<file path="src/inc/ua_defs.vh">
// Function
// - holding byte loads shifter, sent lsb first
// - after last stop, reload and set empty
// - software write clears transmit empty flag
// - busy flag holds until stop and empty
// - async uses sixteen baud ticks per bit
// - start needs three low samples after seven
// - later bits decided by two-of-three vote
// - sample positions automatic unless manually selected
// - complete character copied, receive full set
// - reading receive buffer clears full flag
// - sync drives on rise, samples on fall
// - sync character ends after counted rising edges
// - sync clock external or driven from baud
// - attention uses nine bits, ninth marks address
// - attention discards until address character arrives
// - address character clears attention enable bit
// - ninth bit from control, reported in status
// - diagnostic loops transmitter into receiver, nine bits
// - seven bit frame with optional parity
// - eight bit frame with optional parity
// - nine bit frame select 2 uses no parity
// - parity in every format except frame select 2; frame select 3 gives nine bits and allows parity
// - baud from 5-bit prescaler, 11-bit divisor
`ifndef UA_DEFS_VH
`define UA_DEFS_VH

// register byte offsets
`define UA_A_TXBUF   8'h00
`define UA_A_RXBUF   8'h04
`define UA_A_STAT    8'h08
`define UA_A_FRS     8'h0C
`define UA_A_MDSL    8'h10
`define UA_A_MDSL2   8'h14
`define UA_A_SPOS    8'h18
`define UA_A_PSC     8'h1C
`define UA_A_DIV     8'h20

// frame select fields
`define UA_FMT_7     2'h0
`define UA_FMT_8     2'h1
`define UA_FMT_9     2'h2
`define UA_DW_7      4'h7
`define UA_DW_8      4'h8
`define UA_DW_9      4'h9

// reset values
`define UA_RST_FRS   6'h01
`define UA_RST_SPOS  4'h7
`define UA_AUTO_POS  4'h7

// timing
`define UA_PH_LAST   4'hF
`define UA_FRAME_W   13
`define UA_IDLE_FRM  13'h1FFF
`define UA_BUILD_INI 13'h1FFE

`endif

</file>
<file path="src/design/ua_core.v">
// The APB slave port and the placing of the registers were chosen for this implementation.
`timescale 1ns/1ps
`include "ua_defs.vh"

module ua_core (
    input  wire        core_clk,
    input  wire        resetn,
    input  wire        psel,
    input  wire        penable,
    input  wire        pwrite,
    input  wire [7:0]  paddr,
    input  wire [31:0] pwdata,
    output reg  [31:0] prdata,
    output reg         pready,
    output reg         pslverr,
    input  wire        rxd,
    output reg         txd,
    input  wire        ckx_in,
    output reg         ckx_out,
    output reg         ckx_oe_n
);

    localparam RX_IDLE  = 3'b001;
    localparam RX_START = 3'b010;
    localparam RX_BITS  = 3'b100;

    // software registers
    reg  [7:0]  tx_holding_buffer_r;
    reg         tx_hold_full_r;
    reg  [7:0]  rx_holding_buffer_r;
    reg         rx_buffer_full_flag_r;
    reg         rx_ninth_bit_r;
    reg         parity_err_r;
    reg         frame_err_r;
    reg         overrun_r;
    reg  [1:0]  fmt_r;
    reg         stop2_r;
    reg         parity_enable_r;
    reg         odd_r;
    reg         tx_ninth_bit_r;
    reg         sync_r;
    reg         ckx_int_r;
    reg         attention_enable_r;
    reg         diag_r;
    reg         manual_sample_select_r;
    reg  [3:0]  sample_position_register_r;
    reg  [4:0]  baud_prescaler_r;
    reg  [10:0] baud_divisor_r;

    // baud generator
    reg  [5:0]  pre_acc_r;
    reg  [10:0] div_cnt_r;
    reg         tick_r;

    // pin synchronisers
    reg         rxd_s1_r;
    reg         rxd_s2_r;
    reg         ckx_s1_r;
    reg         ckx_s2_r;
    reg         ckx_s3_r;

    // transmitter
    reg  [12:0] tx_shift_register_r;
    reg  [3:0]  tx_cnt_r;
    reg  [3:0]  tx_ph_r;
    reg         tx_in_progress_flag_r;

    // receiver
    reg  [2:0]  rx_state_r;
    reg  [12:0] rx_shift_register_r;
    reg  [3:0]  rx_cnt_r;
    reg  [3:0]  rx_rise_r;
    reg  [3:0]  rx_ph_r;
    reg  [1:0]  vote_r;

    function [3:0] ua_dw;
        input [1:0] fmt;
        begin
            case (fmt)
                `UA_FMT_7: ua_dw = `UA_DW_7;
                `UA_FMT_8: ua_dw = `UA_DW_8;
                default:   ua_dw = `UA_DW_9;
            endcase
        end
    endfunction

    // total bits: start + data + parity + stops
    function [3:0] ua_flen;
        input [3:0] dw;
        input       pe;
        input       st2;
        begin
            ua_flen = dw + {3'h0, pe} + {3'h0, st2} + 4'h2;
        end
    endfunction

    function [12:0] ua_build;
        input [8:0] d;
        input [3:0] dw;
        input       pe;
        input       odd;
        integer     i;
        reg         p;
        begin
            ua_build = `UA_BUILD_INI;
            p = odd;
            for (i = 0; i < 9; i = i + 1) begin
                if (i < dw) begin
                    ua_build[i + 1] = d[i];
                    p = p ^ d[i];
                end
            end
            if (pe) begin
                ua_build[dw + 4'h1] = p;
            end
        end
    endfunction

    function ua_maj;
        input [2:0] s;
        begin
            ua_maj = (s[0] & s[1]) | (s[0] & s[2]) | (s[1] & s[2]);
        end
    endfunction

    // effective format: attention and diagnostic force nine bits, no parity
    wire        force9   = attention_enable_r | diag_r;
    wire [1:0]  fmt_eff  = force9 ? `UA_FMT_9 : fmt_r;
    wire [3:0]  dw       = ua_dw(fmt_eff);
    wire        pe_eff   = parity_enable_r & (fmt_eff != `UA_FMT_9);
    wire [3:0]  flen     = ua_flen(dw, pe_eff, stop2_r);
    wire [3:0]  rx_need  = flen - 4'h1;
    wire [8:0]  tx_word  = {tx_ninth_bit_r, tx_holding_buffer_r};
    wire [12:0] tx_frame = ua_build(tx_word, dw, pe_eff, odd_r);

    // serial clock edges, internal or external
    wire        ckx_drv   = sync_r & ckx_int_r;
    wire        rise      = ckx_drv ? (tick_r & ~ckx_out) : (ckx_s2_r & ~ckx_s3_r);
    wire        fall      = ckx_drv ? (tick_r & ckx_out) : (~ckx_s2_r & ckx_s3_r);
    wire        tx_adv    = sync_r ? rise : (tick_r & (tx_ph_r == `UA_PH_LAST));
    wire        tx_line   = tx_in_progress_flag_r ? tx_shift_register_r[0] : 1'b1;
    wire        rx_line   = diag_r ? tx_line : rxd_s2_r;

    // receive sample positions
    wire [3:0]  pos      = manual_sample_select_r ? sample_position_register_r
                                                  : `UA_AUTO_POS;
    wire        samp     = (rx_ph_r == pos) | (rx_ph_r == pos + 4'h1) | (rx_ph_r == pos + 4'h2);
    wire        decide   = rx_ph_r == pos + 4'h2;
    wire        bit_val  = ua_maj({vote_r, rx_line});

    // received character view
    // async completes on the last vote, so that bit is taken in before it lands
    wire [12:0] rx_word  = sync_r ? rx_shift_register_r
                                  : {bit_val, rx_shift_register_r[12:1]};
    wire [12:0] rx_align = rx_word >> (`UA_FRAME_W - rx_need);
    wire [8:0]  rx_data  = rx_align[8:0] & ~(9'h1FF << dw);
    wire        rx_par   = rx_align[dw];
    wire        rx_stop  = rx_align[dw + {3'h0, pe_eff}];
    wire        rx_pcalc = ^rx_data ^ odd_r;

    // bus access
    wire        setup    = psel & ~penable;
    wire        access   = psel & penable & pready;
    wire        wr       = access & pwrite;
    wire        rd       = access & ~pwrite;
    wire        tx_write = wr & (paddr == `UA_A_TXBUF);
    wire        rx_read  = rd & (paddr == `UA_A_RXBUF);
    wire        st_read  = rd & (paddr == `UA_A_STAT);
    wire        md_write = wr & (paddr == `UA_A_MDSL);

    reg  [31:0] rd_val;
    reg         hit;
    always @* begin
        rd_val = 32'h0;
        hit    = 1'b1;
        case (paddr)
            `UA_A_TXBUF: rd_val = {24'h0, tx_holding_buffer_r};
            `UA_A_RXBUF: rd_val = {24'h0, rx_holding_buffer_r};
            `UA_A_STAT:  rd_val = {25'h0, overrun_r, frame_err_r, parity_err_r,
                                   rx_ninth_bit_r, tx_in_progress_flag_r,
                                   rx_buffer_full_flag_r, ~tx_hold_full_r};
            `UA_A_FRS:   rd_val = {26'h0, tx_ninth_bit_r, odd_r, parity_enable_r,
                                   stop2_r, fmt_r};
            `UA_A_MDSL:  rd_val = {28'h0, diag_r, attention_enable_r, ckx_int_r, sync_r};
            `UA_A_MDSL2: rd_val = {31'h0, manual_sample_select_r};
            `UA_A_SPOS:  rd_val = {28'h0, sample_position_register_r};
            `UA_A_PSC:   rd_val = {27'h0, baud_prescaler_r};
            `UA_A_DIV:   rd_val = {21'h0, baud_divisor_r};
            default:     hit    = 1'b0;
        endcase
    end

    // apb slave: no wait states, answer registered in the setup cycle
    always @(posedge core_clk or negedge resetn) begin
        if (!resetn) begin
            prdata  <= 32'h0;
            pready  <= 1'b0;
            pslverr <= 1'b0;
        end else if (setup) begin
            prdata  <= pwrite ? 32'h0 : rd_val;
            pready  <= 1'b1;
            pslverr <= ~hit;
        end else begin
            pready  <= 1'b0;
            pslverr <= 1'b0;
        end
    end

    // configuration registers
    always @(posedge core_clk or negedge resetn) begin
        if (!resetn) begin
            fmt_r                      <= `UA_FMT_8;
            stop2_r                    <= 1'b0;
            parity_enable_r            <= 1'b0;
            odd_r                      <= 1'b0;
            tx_ninth_bit_r             <= 1'b0;
            sync_r                     <= 1'b0;
            ckx_int_r                  <= 1'b0;
            diag_r                     <= 1'b0;
            manual_sample_select_r     <= 1'b0;
            sample_position_register_r <= `UA_RST_SPOS;
            baud_prescaler_r           <= 5'h00;
            baud_divisor_r             <= 11'h000;
        end else if (wr) begin
            case (paddr)
                `UA_A_FRS: begin
                    fmt_r           <= pwdata[1:0];
                    stop2_r         <= pwdata[2];
                    parity_enable_r <= pwdata[3];
                    odd_r           <= pwdata[4];
                    tx_ninth_bit_r  <= pwdata[5];
                end
                `UA_A_MDSL: begin
                    sync_r    <= pwdata[0];
                    ckx_int_r <= pwdata[1];
                    diag_r    <= pwdata[3];
                end
                `UA_A_MDSL2: manual_sample_select_r     <= pwdata[0];
                `UA_A_SPOS:  sample_position_register_r <= pwdata[3:0];
                `UA_A_PSC:   baud_prescaler_r           <= pwdata[4:0];
                `UA_A_DIV:   baud_divisor_r             <= pwdata[10:0];
                default: ;
            endcase
        end
    end

    // baud generator: half-step prescaler, then divisor
    wire [5:0] pre_lim  = {1'b0, baud_prescaler_r} + 6'h01;
    wire [5:0] pre_next = pre_acc_r + 6'h02;
    wire       pre_tick = (baud_prescaler_r != 5'h00) & (pre_next >= pre_lim);
    always @(posedge core_clk or negedge resetn) begin
        if (!resetn) begin
            pre_acc_r <= 6'h00;
            div_cnt_r <= 11'h000;
            tick_r    <= 1'b0;
        end else begin
            tick_r <= 1'b0;
            if (baud_prescaler_r == 5'h00) begin
                pre_acc_r <= 6'h00;
                div_cnt_r <= 11'h000;
            end else if (pre_tick) begin
                pre_acc_r <= pre_next - pre_lim;
                if (div_cnt_r == baud_divisor_r) begin
                    div_cnt_r <= 11'h000;
                    tick_r    <= 1'b1;
                end else begin
                    div_cnt_r <= div_cnt_r + 11'h001;
                end
            end else begin
                pre_acc_r <= pre_next;
            end
        end
    end

    // pin synchronisers and serial clock pin
    always @(posedge core_clk or negedge resetn) begin
        if (!resetn) begin
            rxd_s1_r <= 1'b1;
            rxd_s2_r <= 1'b1;
            ckx_s1_r <= 1'b1;
            ckx_s2_r <= 1'b1;
            ckx_s3_r <= 1'b1;
            ckx_out  <= 1'b1;
            ckx_oe_n <= 1'b1;
            txd      <= 1'b1;
        end else begin
            rxd_s1_r <= rxd;
            rxd_s2_r <= rxd_s1_r;
            ckx_s1_r <= ckx_in;
            ckx_s2_r <= ckx_s1_r;
            ckx_s3_r <= ckx_s2_r;
            ckx_oe_n <= ~ckx_drv;
            if (!ckx_drv) begin
                ckx_out <= 1'b1;
            end else if (tick_r) begin
                ckx_out <= ~ckx_out;
            end
            txd <= diag_r ? 1'b1 : tx_line;
        end
    end

    // transmit holding buffer and empty flag
    wire tx_load = tx_hold_full_r & ((~tx_in_progress_flag_r & (~sync_r | rise)) |
                   (tx_in_progress_flag_r & tx_adv & (tx_cnt_r == 4'h1)));
    always @(posedge core_clk or negedge resetn) begin
        if (!resetn) begin
            tx_holding_buffer_r <= 8'h00;
            tx_hold_full_r      <= 1'b0;
        end else begin
            if (tx_write) begin
                tx_holding_buffer_r <= pwdata[7:0];
                tx_hold_full_r      <= 1'b1;
            end else if (tx_load) begin
                tx_hold_full_r      <= 1'b0;
            end
        end
    end

    // transmit shifter
    always @(posedge core_clk or negedge resetn) begin
        if (!resetn) begin
            tx_shift_register_r   <= `UA_IDLE_FRM;
            tx_cnt_r              <= 4'h0;
            tx_ph_r               <= 4'h0;
            tx_in_progress_flag_r <= 1'b0;
        end else begin
            if (tick_r) begin
                tx_ph_r <= tx_ph_r + 4'h1;
            end
            if (tx_load) begin
                tx_shift_register_r   <= tx_frame;
                tx_cnt_r              <= flen;
                tx_ph_r               <= 4'h0;
                tx_in_progress_flag_r <= 1'b1;
            end else if (tx_in_progress_flag_r & tx_adv) begin
                if (tx_cnt_r == 4'h1) begin
                    tx_in_progress_flag_r <= 1'b0;
                    tx_shift_register_r   <= `UA_IDLE_FRM;
                end else begin
                    tx_shift_register_r <= {1'b1, tx_shift_register_r[12:1]};
                    tx_cnt_r            <= tx_cnt_r - 4'h1;
                end
            end
        end
    end

    // receiver sequencing
    wire rx_done_a = ~sync_r & tick_r & (rx_state_r == RX_BITS) & decide & (rx_cnt_r == 4'h1);
    wire rx_done_s = sync_r & rise & (rx_state_r == RX_BITS) & (rx_rise_r + 4'h1 == flen);
    wire rx_done   = rx_done_a | rx_done_s;
    wire rx_shift  = (~sync_r & tick_r & (rx_state_r == RX_BITS) & decide) |
                     (sync_r & fall & (rx_state_r == RX_BITS) & (rx_cnt_r != 4'h0));

    always @(posedge core_clk or negedge resetn) begin
        if (!resetn) begin
            rx_state_r          <= RX_IDLE;
            rx_shift_register_r <= 13'h0000;
            rx_cnt_r            <= 4'h0;
            rx_rise_r           <= 4'h0;
            rx_ph_r             <= 4'h0;
            vote_r              <= 2'h3;
        end else begin
            if (rx_shift) begin
                rx_shift_register_r <= {sync_r ? rx_line : bit_val,
                                        rx_shift_register_r[12:1]};
                rx_cnt_r            <= rx_cnt_r - 4'h1;
            end
            if (~sync_r & tick_r & samp) begin
                vote_r <= {vote_r[0], rx_line};
            end
            if (~sync_r & tick_r) begin
                rx_ph_r <= rx_ph_r + 4'h1;
            end
            case (rx_state_r)
                RX_IDLE: begin
                    rx_rise_r <= 4'h0;
                    rx_cnt_r  <= rx_need;
                    if (~sync_r & tick_r & ~rx_line) begin
                        rx_ph_r    <= 4'h1;
                        rx_state_r <= RX_START;
                    end else if (sync_r & fall & ~rx_line) begin
                        rx_state_r <= RX_BITS;
                    end
                end
                RX_START: begin
                    if (sync_r) begin
                        rx_state_r <= RX_IDLE;
                    end else if (tick_r & decide) begin
                        if (~vote_r[1] & ~vote_r[0] & ~rx_line) begin
                            rx_state_r <= RX_BITS;
                        end else begin
                            rx_state_r <= RX_IDLE;
                        end
                    end
                end
                RX_BITS: begin
                    if (sync_r & rise) begin
                        rx_rise_r <= rx_rise_r + 4'h1;
                    end
                    if (rx_done) begin
                        rx_state_r <= RX_IDLE;
                    end
                end
                default: rx_state_r <= RX_IDLE;
            endcase
        end
    end

    // character completion: buffer, flags, attention filter
    wire rx_accept = rx_done & (~attention_enable_r | rx_data[8]);
    always @(posedge core_clk or negedge resetn) begin
        if (!resetn) begin
            rx_holding_buffer_r   <= 8'h00;
            rx_buffer_full_flag_r <= 1'b0;
            rx_ninth_bit_r        <= 1'b0;
            parity_err_r          <= 1'b0;
            frame_err_r           <= 1'b0;
            overrun_r             <= 1'b0;
            attention_enable_r    <= 1'b0;
        end else begin
            if (rx_accept) begin
                rx_holding_buffer_r   <= rx_data[7:0];
                rx_ninth_bit_r        <= rx_data[8];
                rx_buffer_full_flag_r <= 1'b1;
            end else if (rx_read) begin
                rx_buffer_full_flag_r <= 1'b0;
            end
            if (rx_accept & pe_eff & (rx_par != rx_pcalc)) begin
                parity_err_r <= 1'b1;
            end else if (st_read) begin
                parity_err_r <= 1'b0;
            end
            if (rx_accept & ~rx_stop) begin
                frame_err_r <= 1'b1;
            end else if (st_read) begin
                frame_err_r <= 1'b0;
            end
            if (rx_accept & rx_buffer_full_flag_r & ~rx_read) begin
                overrun_r <= 1'b1;
            end else if (st_read) begin
                overrun_r <= 1'b0;
            end
            if (md_write) begin
                attention_enable_r <= pwdata[2];
            end else if (rx_accept & attention_enable_r) begin
                attention_enable_r <= 1'b0;
            end
        end
    end

endmodule // ua_core

</file>
<file path="config.mk">
export PLATFORM = sky130hd
export DESIGN_NAME = ua_core
export DESIGN_NICKNAME = d
export VERILOG_FILES = /design/src/design/ua_core.v
export VERILOG_INCLUDE_DIRS = /design/src /design/src/inc
export SDC_FILE = /design/constraint.sdc
export NUM_CORES = 1
export LEC_CHECK = 0
export ABC_AREA = 1
export BUFFER_PORTS_ARGS = -buffer_cell sky130_fd_sc_hd__buf_4
export CORE_MARGIN = 2
export CORE_UTILIZATION = 50
export CTS_BUF_LIST = sky130_fd_sc_hd__clkbuf_8
export CTS_CLUSTER_SIZE = 28
export DETAILED_ROUTE_END_ITERATION = 8
export PLACE_DENSITY_LB_ADDON = 0.3
export SYNTH_ARGS = -nofsm -noshare
export SYNTH_HDL_FRONTEND = slang
export SYNTH_SLANG_ARGS = --single-unit
</file>
<file path="constraint.sdc">
create_clock -name core_clk -period 5.3 [get_ports core_clk]
set_clock_uncertainty 0.15 [all_clocks]
set_input_delay 0.265 -clock core_clk [delete_from_list [all_inputs] [get_ports core_clk]]
set_output_delay 0.265 -clock core_clk [all_outputs]
set_load 0.05 [all_outputs]
</file>
==> run_results.csv <==
group,metric,value,unit
power_and_ir_drop,p_leak,4.66,nW
sta,setup_violations,0,
yosys,ys_seq_area_share,40.2,%
drt,wl,21100,um
clocking,htreeDepth,4,
global_routing,grt_overflow,0,
sta,final_hold_viol_count,0,
power_and_ir_drop,p_int,1.62,mW
placed_design,io_buffers,41,
global_routing,use_met2,37.3,%
worst_setup_path,crit_required,5520,ps
worst_setup_path,worst_ep_arrival_time,5070,ps
worst_setup_path,cp_max_fo,10,
floorplanning,fp.coreArea,17800,um2
worst_setup_path,startpoint_type,"flip-flop",
worst_setup_path,slowest_stage,"fa_1",
worst_setup_path,slowest_delay,530,ps
clocking,insertion_delay,470,ps
finish,syn_to_final_growth,10.9,%
sta,relSlewSlack,39.9,%
global_routing,grt_start_max_net_pins,97,
sta,worstMarginPinSlew,902,ps
yosys,synth_edf_count,0,
floorplanning,die_x,139,um
global_routing,met3_usage,4.12,%
drt,drt_iter0_markers,504,
floorplanning,rows,49,
clocking,clock-sinks,144,
yosys,netlist-cell-type-count,58,
power_and_ir_drop,peakVddDrop,0.000150,V
global_routing,grtUsageMet1,29.8,%
worst_hold_path,hold_path.class,"input port to flip-flop",
yosys,syn_inst,1152,
power_and_ir_drop,seqPwrFrac,48.2,%
drt,postRouteAntennaNets,0,
drt,dr_total_vias,7683,
floorplanning,dieArea,19200,um2
sta,finalCriticalPeriod,4850,ps
global_routing,grt_pass1_wl,35400,um
power_and_ir_drop,p_total,2.43,mW
power_and_ir_drop,p_sw,808,uW
yosys,synthArstFlopShare,100,%
global_routing,grt.total_usage,22.4,%
floorplanning,pin_count,84,
finish,drive_gt1_share,14.7,%
flow_run,drv_cap,0,
floorplanning,die_y,139,um
sta,finalMaxSlewViolations,0,
drt,first_pass_iters,5,
yosys,synth_top_flop_cell,"dfrtp_1",
global_routing,antenna_found_initial,0,
finish,final_cells,1447,
sta,fmax,206,MHz
sta,rsz0062_at_grt,"false",
power_and_ir_drop,p_clk_share,37.4,%
placed_design,dpl.cell_count,1401,
clocking,cts_root_buffer,"clkbuf_8",
drt,post_drt_wl_per_cell,14.6,um
sta,period_share,91.5,%
worst_setup_path,crit_type,"flip-flop to flip-flop",
finish,fin_nets,1281,
worst_setup_path,cpMostUsedCell,"nand2_1",
drt,viasPerCell,5.31,
yosys,ys.warnings.count,0,
power_and_ir_drop,p_comb_share,14.4,%
sta,hold-worst-slack,36.8,ps
clocking,cts_inserted_buffers,17,
clocking,cts_tree,"built",
clocking,cts_buffer_depth,2,
global_routing,top_usage_layer,"met2",
yosys,synth_seq_cells,144,
floorplanning,start_util,50.7,%
global_routing,grt_pass1_vias,7275,
status,status,"finished, final reports clean",
clocking,clkTransAtPathRegs,100,ps
placed_design,hpwl,15500,um
drt,drcViolationCount,0,
sta,setup_tns,0,ps
power_and_ir_drop,p_per_area,242,nW/um2
placed_design,place_congestion,0.905,
finish,diodes,0,
yosys,synth_area,9050,um2
finish,post-route-util,56.3,%
worst_setup_path,end_kind,"flip-flop",
yosys,postSynthAreaPerCell,7.85,um2
power_and_ir_drop,sw_frac_of_total,33.2,%
[through the flow]
stage	worst slack, ps	instance area [um2]
final	453	10000
after global routing	43.6	10000
after CTS	323	10000
after detailed placement	332	9460
after global placement	430	9460
after floorplan	756	9120
[worst paths after layout]
path / from / end / slack [ps] / cells after the start
hold / removal: pwdata[2] / stop2_r / 40 / 3
max in group asynchronous: resetn / tx_cnt_r[3] / 3580 / 3
setup reg to reg: diag_r / parity_err_r / 450 / 29
setup / recovery: diag_r / parity_err_r / 450 / 29
min in group asynchronous: resetn / rx_shift_register_r[0] / 250 / 2
hold reg to reg: rxd_s1_r / rxd_s2_r / 220 / 0
[what timing repair did]
| action | CTS | global route |
|---|---|---|
| endpoints found under the setup margin | 0 | 8 |
| endpoints found under the hold margin | 99 | 0 |
| hold buffers | 13 | 0 |
| setup buffers | 0 | 0 |
| gates resized for setup | 0 | 2 |
[kinds of logic (layout without fill, tap and decap cells)]
kind of cell / after synthesis / after routing / share of synthesized area [%]
simple gates: 476 / 477 / 24.6
buf+inv: 234 / 279 / 11.4
compound gates: 219 / 219 / 14.6
flops: 144 / 144 / 40.2
xor+xnor: 49 / 49 / 4.95
fa+ha+maj: 29 / 29 / 4.18
other cells: 1 / 21 / 0.0414
[power groups by stage]
| stage | Sequential (mW) | Clock, mW | Combinational, mW |
|---|---|---|---|
| 2_1_floorplan | 1.19 | 0 | 0.254 |
| 3_3_place_gp | 1.19 | 0 | 0.337 |
| 3_5_place_dp | 1.19 | 0 | 0.340 |
| 4_1_cts | 1.17 | 0.924 | 0.349 |
| 5_1_grt | 1.18 | 0.968 | 0.400 |
| 6_report | 1.17 | 0.910 | 0.350 |
[layer usage]
| metal | up-vias | share of wire, % |
|---|---|---|
| met4 | 0 | 2.5 |
| met5 | - | 0 |
| li1 | 3854 | - |
| met1 | 3643 | 46 |
| met2 | 156 | 47 |
| met3 | 30 | 3.8 |
[placed cells by master, fill, tap and decap left out, types with 7 or more instances in the layout]
cell type      Yosys  final
nand2_1          242    242
inv_1            172    172
dfrtp_1          116    116
o21ai_0          106    106
nand3_1           92     92
nor2_1            62     62
buf_4             22     49
xor2_1            34     34
a21oi_1           34     34
dfstp_2           28     28
ha_1              27     26
nand3_2           24     25
conb_1             1     21
o22ai_1           19     19
nor3_1            18     18
clkbuf_8           0     17
a221oi_1          16     16
xnor2_1           14     14
nand2_2           13     13
dlygate4sd3_1      0     13
inv_2              9      9
nand4_1            9      9
o211ai_1           7      7
clkinv_8           0      7
[layout make-up]
class | instances | area [um2]
sequential | 144 | 3640
timing repair buffer | 63 | 509
inverter | 184 | 698
fill | 1662 | 7800
clock buffer | 17 | 234
clock inverter | 15 | 195
tap | 229 | 287
multi-input combinational | 795 | 4480
[registers in the layout (all words and copies together) (netlist names), 4 cells and up]
register / cells
rx_shift_register_r: 13
tx_shift_register_r: 13
baud_divisor_r: 11
div_cnt_r: 11
prdata: 11
rx_holding_buffer_r: 8
tx_holding_buffer_r: 8
pre_acc_r: 6
baud_prescaler_r: 5
rx_cnt_r: 4
rx_ph_r: 4
rx_rise_r: 4
sample_position_register_r: 4
tx_cnt_r: 4
tx_ph_r: 4
[cells in the mapped netlist, drive strengths merged, types with 2 or more instances]
cell / count / area (um2)
clkinv: 2 / 7.51
a22oi: 2 / 15.0
buf: 38 / 289
o211ai: 7 / 52.6
dfrtp: 116 / 2900
nand4: 10 / 77.6
o21ai: 117 / 608
nand2: 257 / 1010
inv: 182 / 691
o221ai: 4 / 35.0
nor3: 18 / 90.1
nand3: 118 / 736
xor2: 35 / 325
xnor2: 14 / 123
nor3b: 2 / 15.0
a21oi: 37 / 211
dfstp: 28 / 736
fa: 2 / 40.0
ha: 27 / 338
o311ai: 3 / 26.3
o22ai: 20 / 131
nor4: 3 / 18.8
a31oi: 4 / 25.0
clkbuf: 12 / 45.0
or2: 2 / 12.5
nor2: 65 / 262
a221oi: 16 / 140
[critical path: cells and delay by family (launching register included)]
| kind | cells | cell delay [ps] |
|---|---|---|
| xor+xnor | 1 | 260 |
| fa+ha+maj | 5 | 1530 |
| buf+inv | 7 | 730 |
| flops | 1 | 410 |
| simple gates | 16 | 1650 |
(Power assumes the default switching activity.)
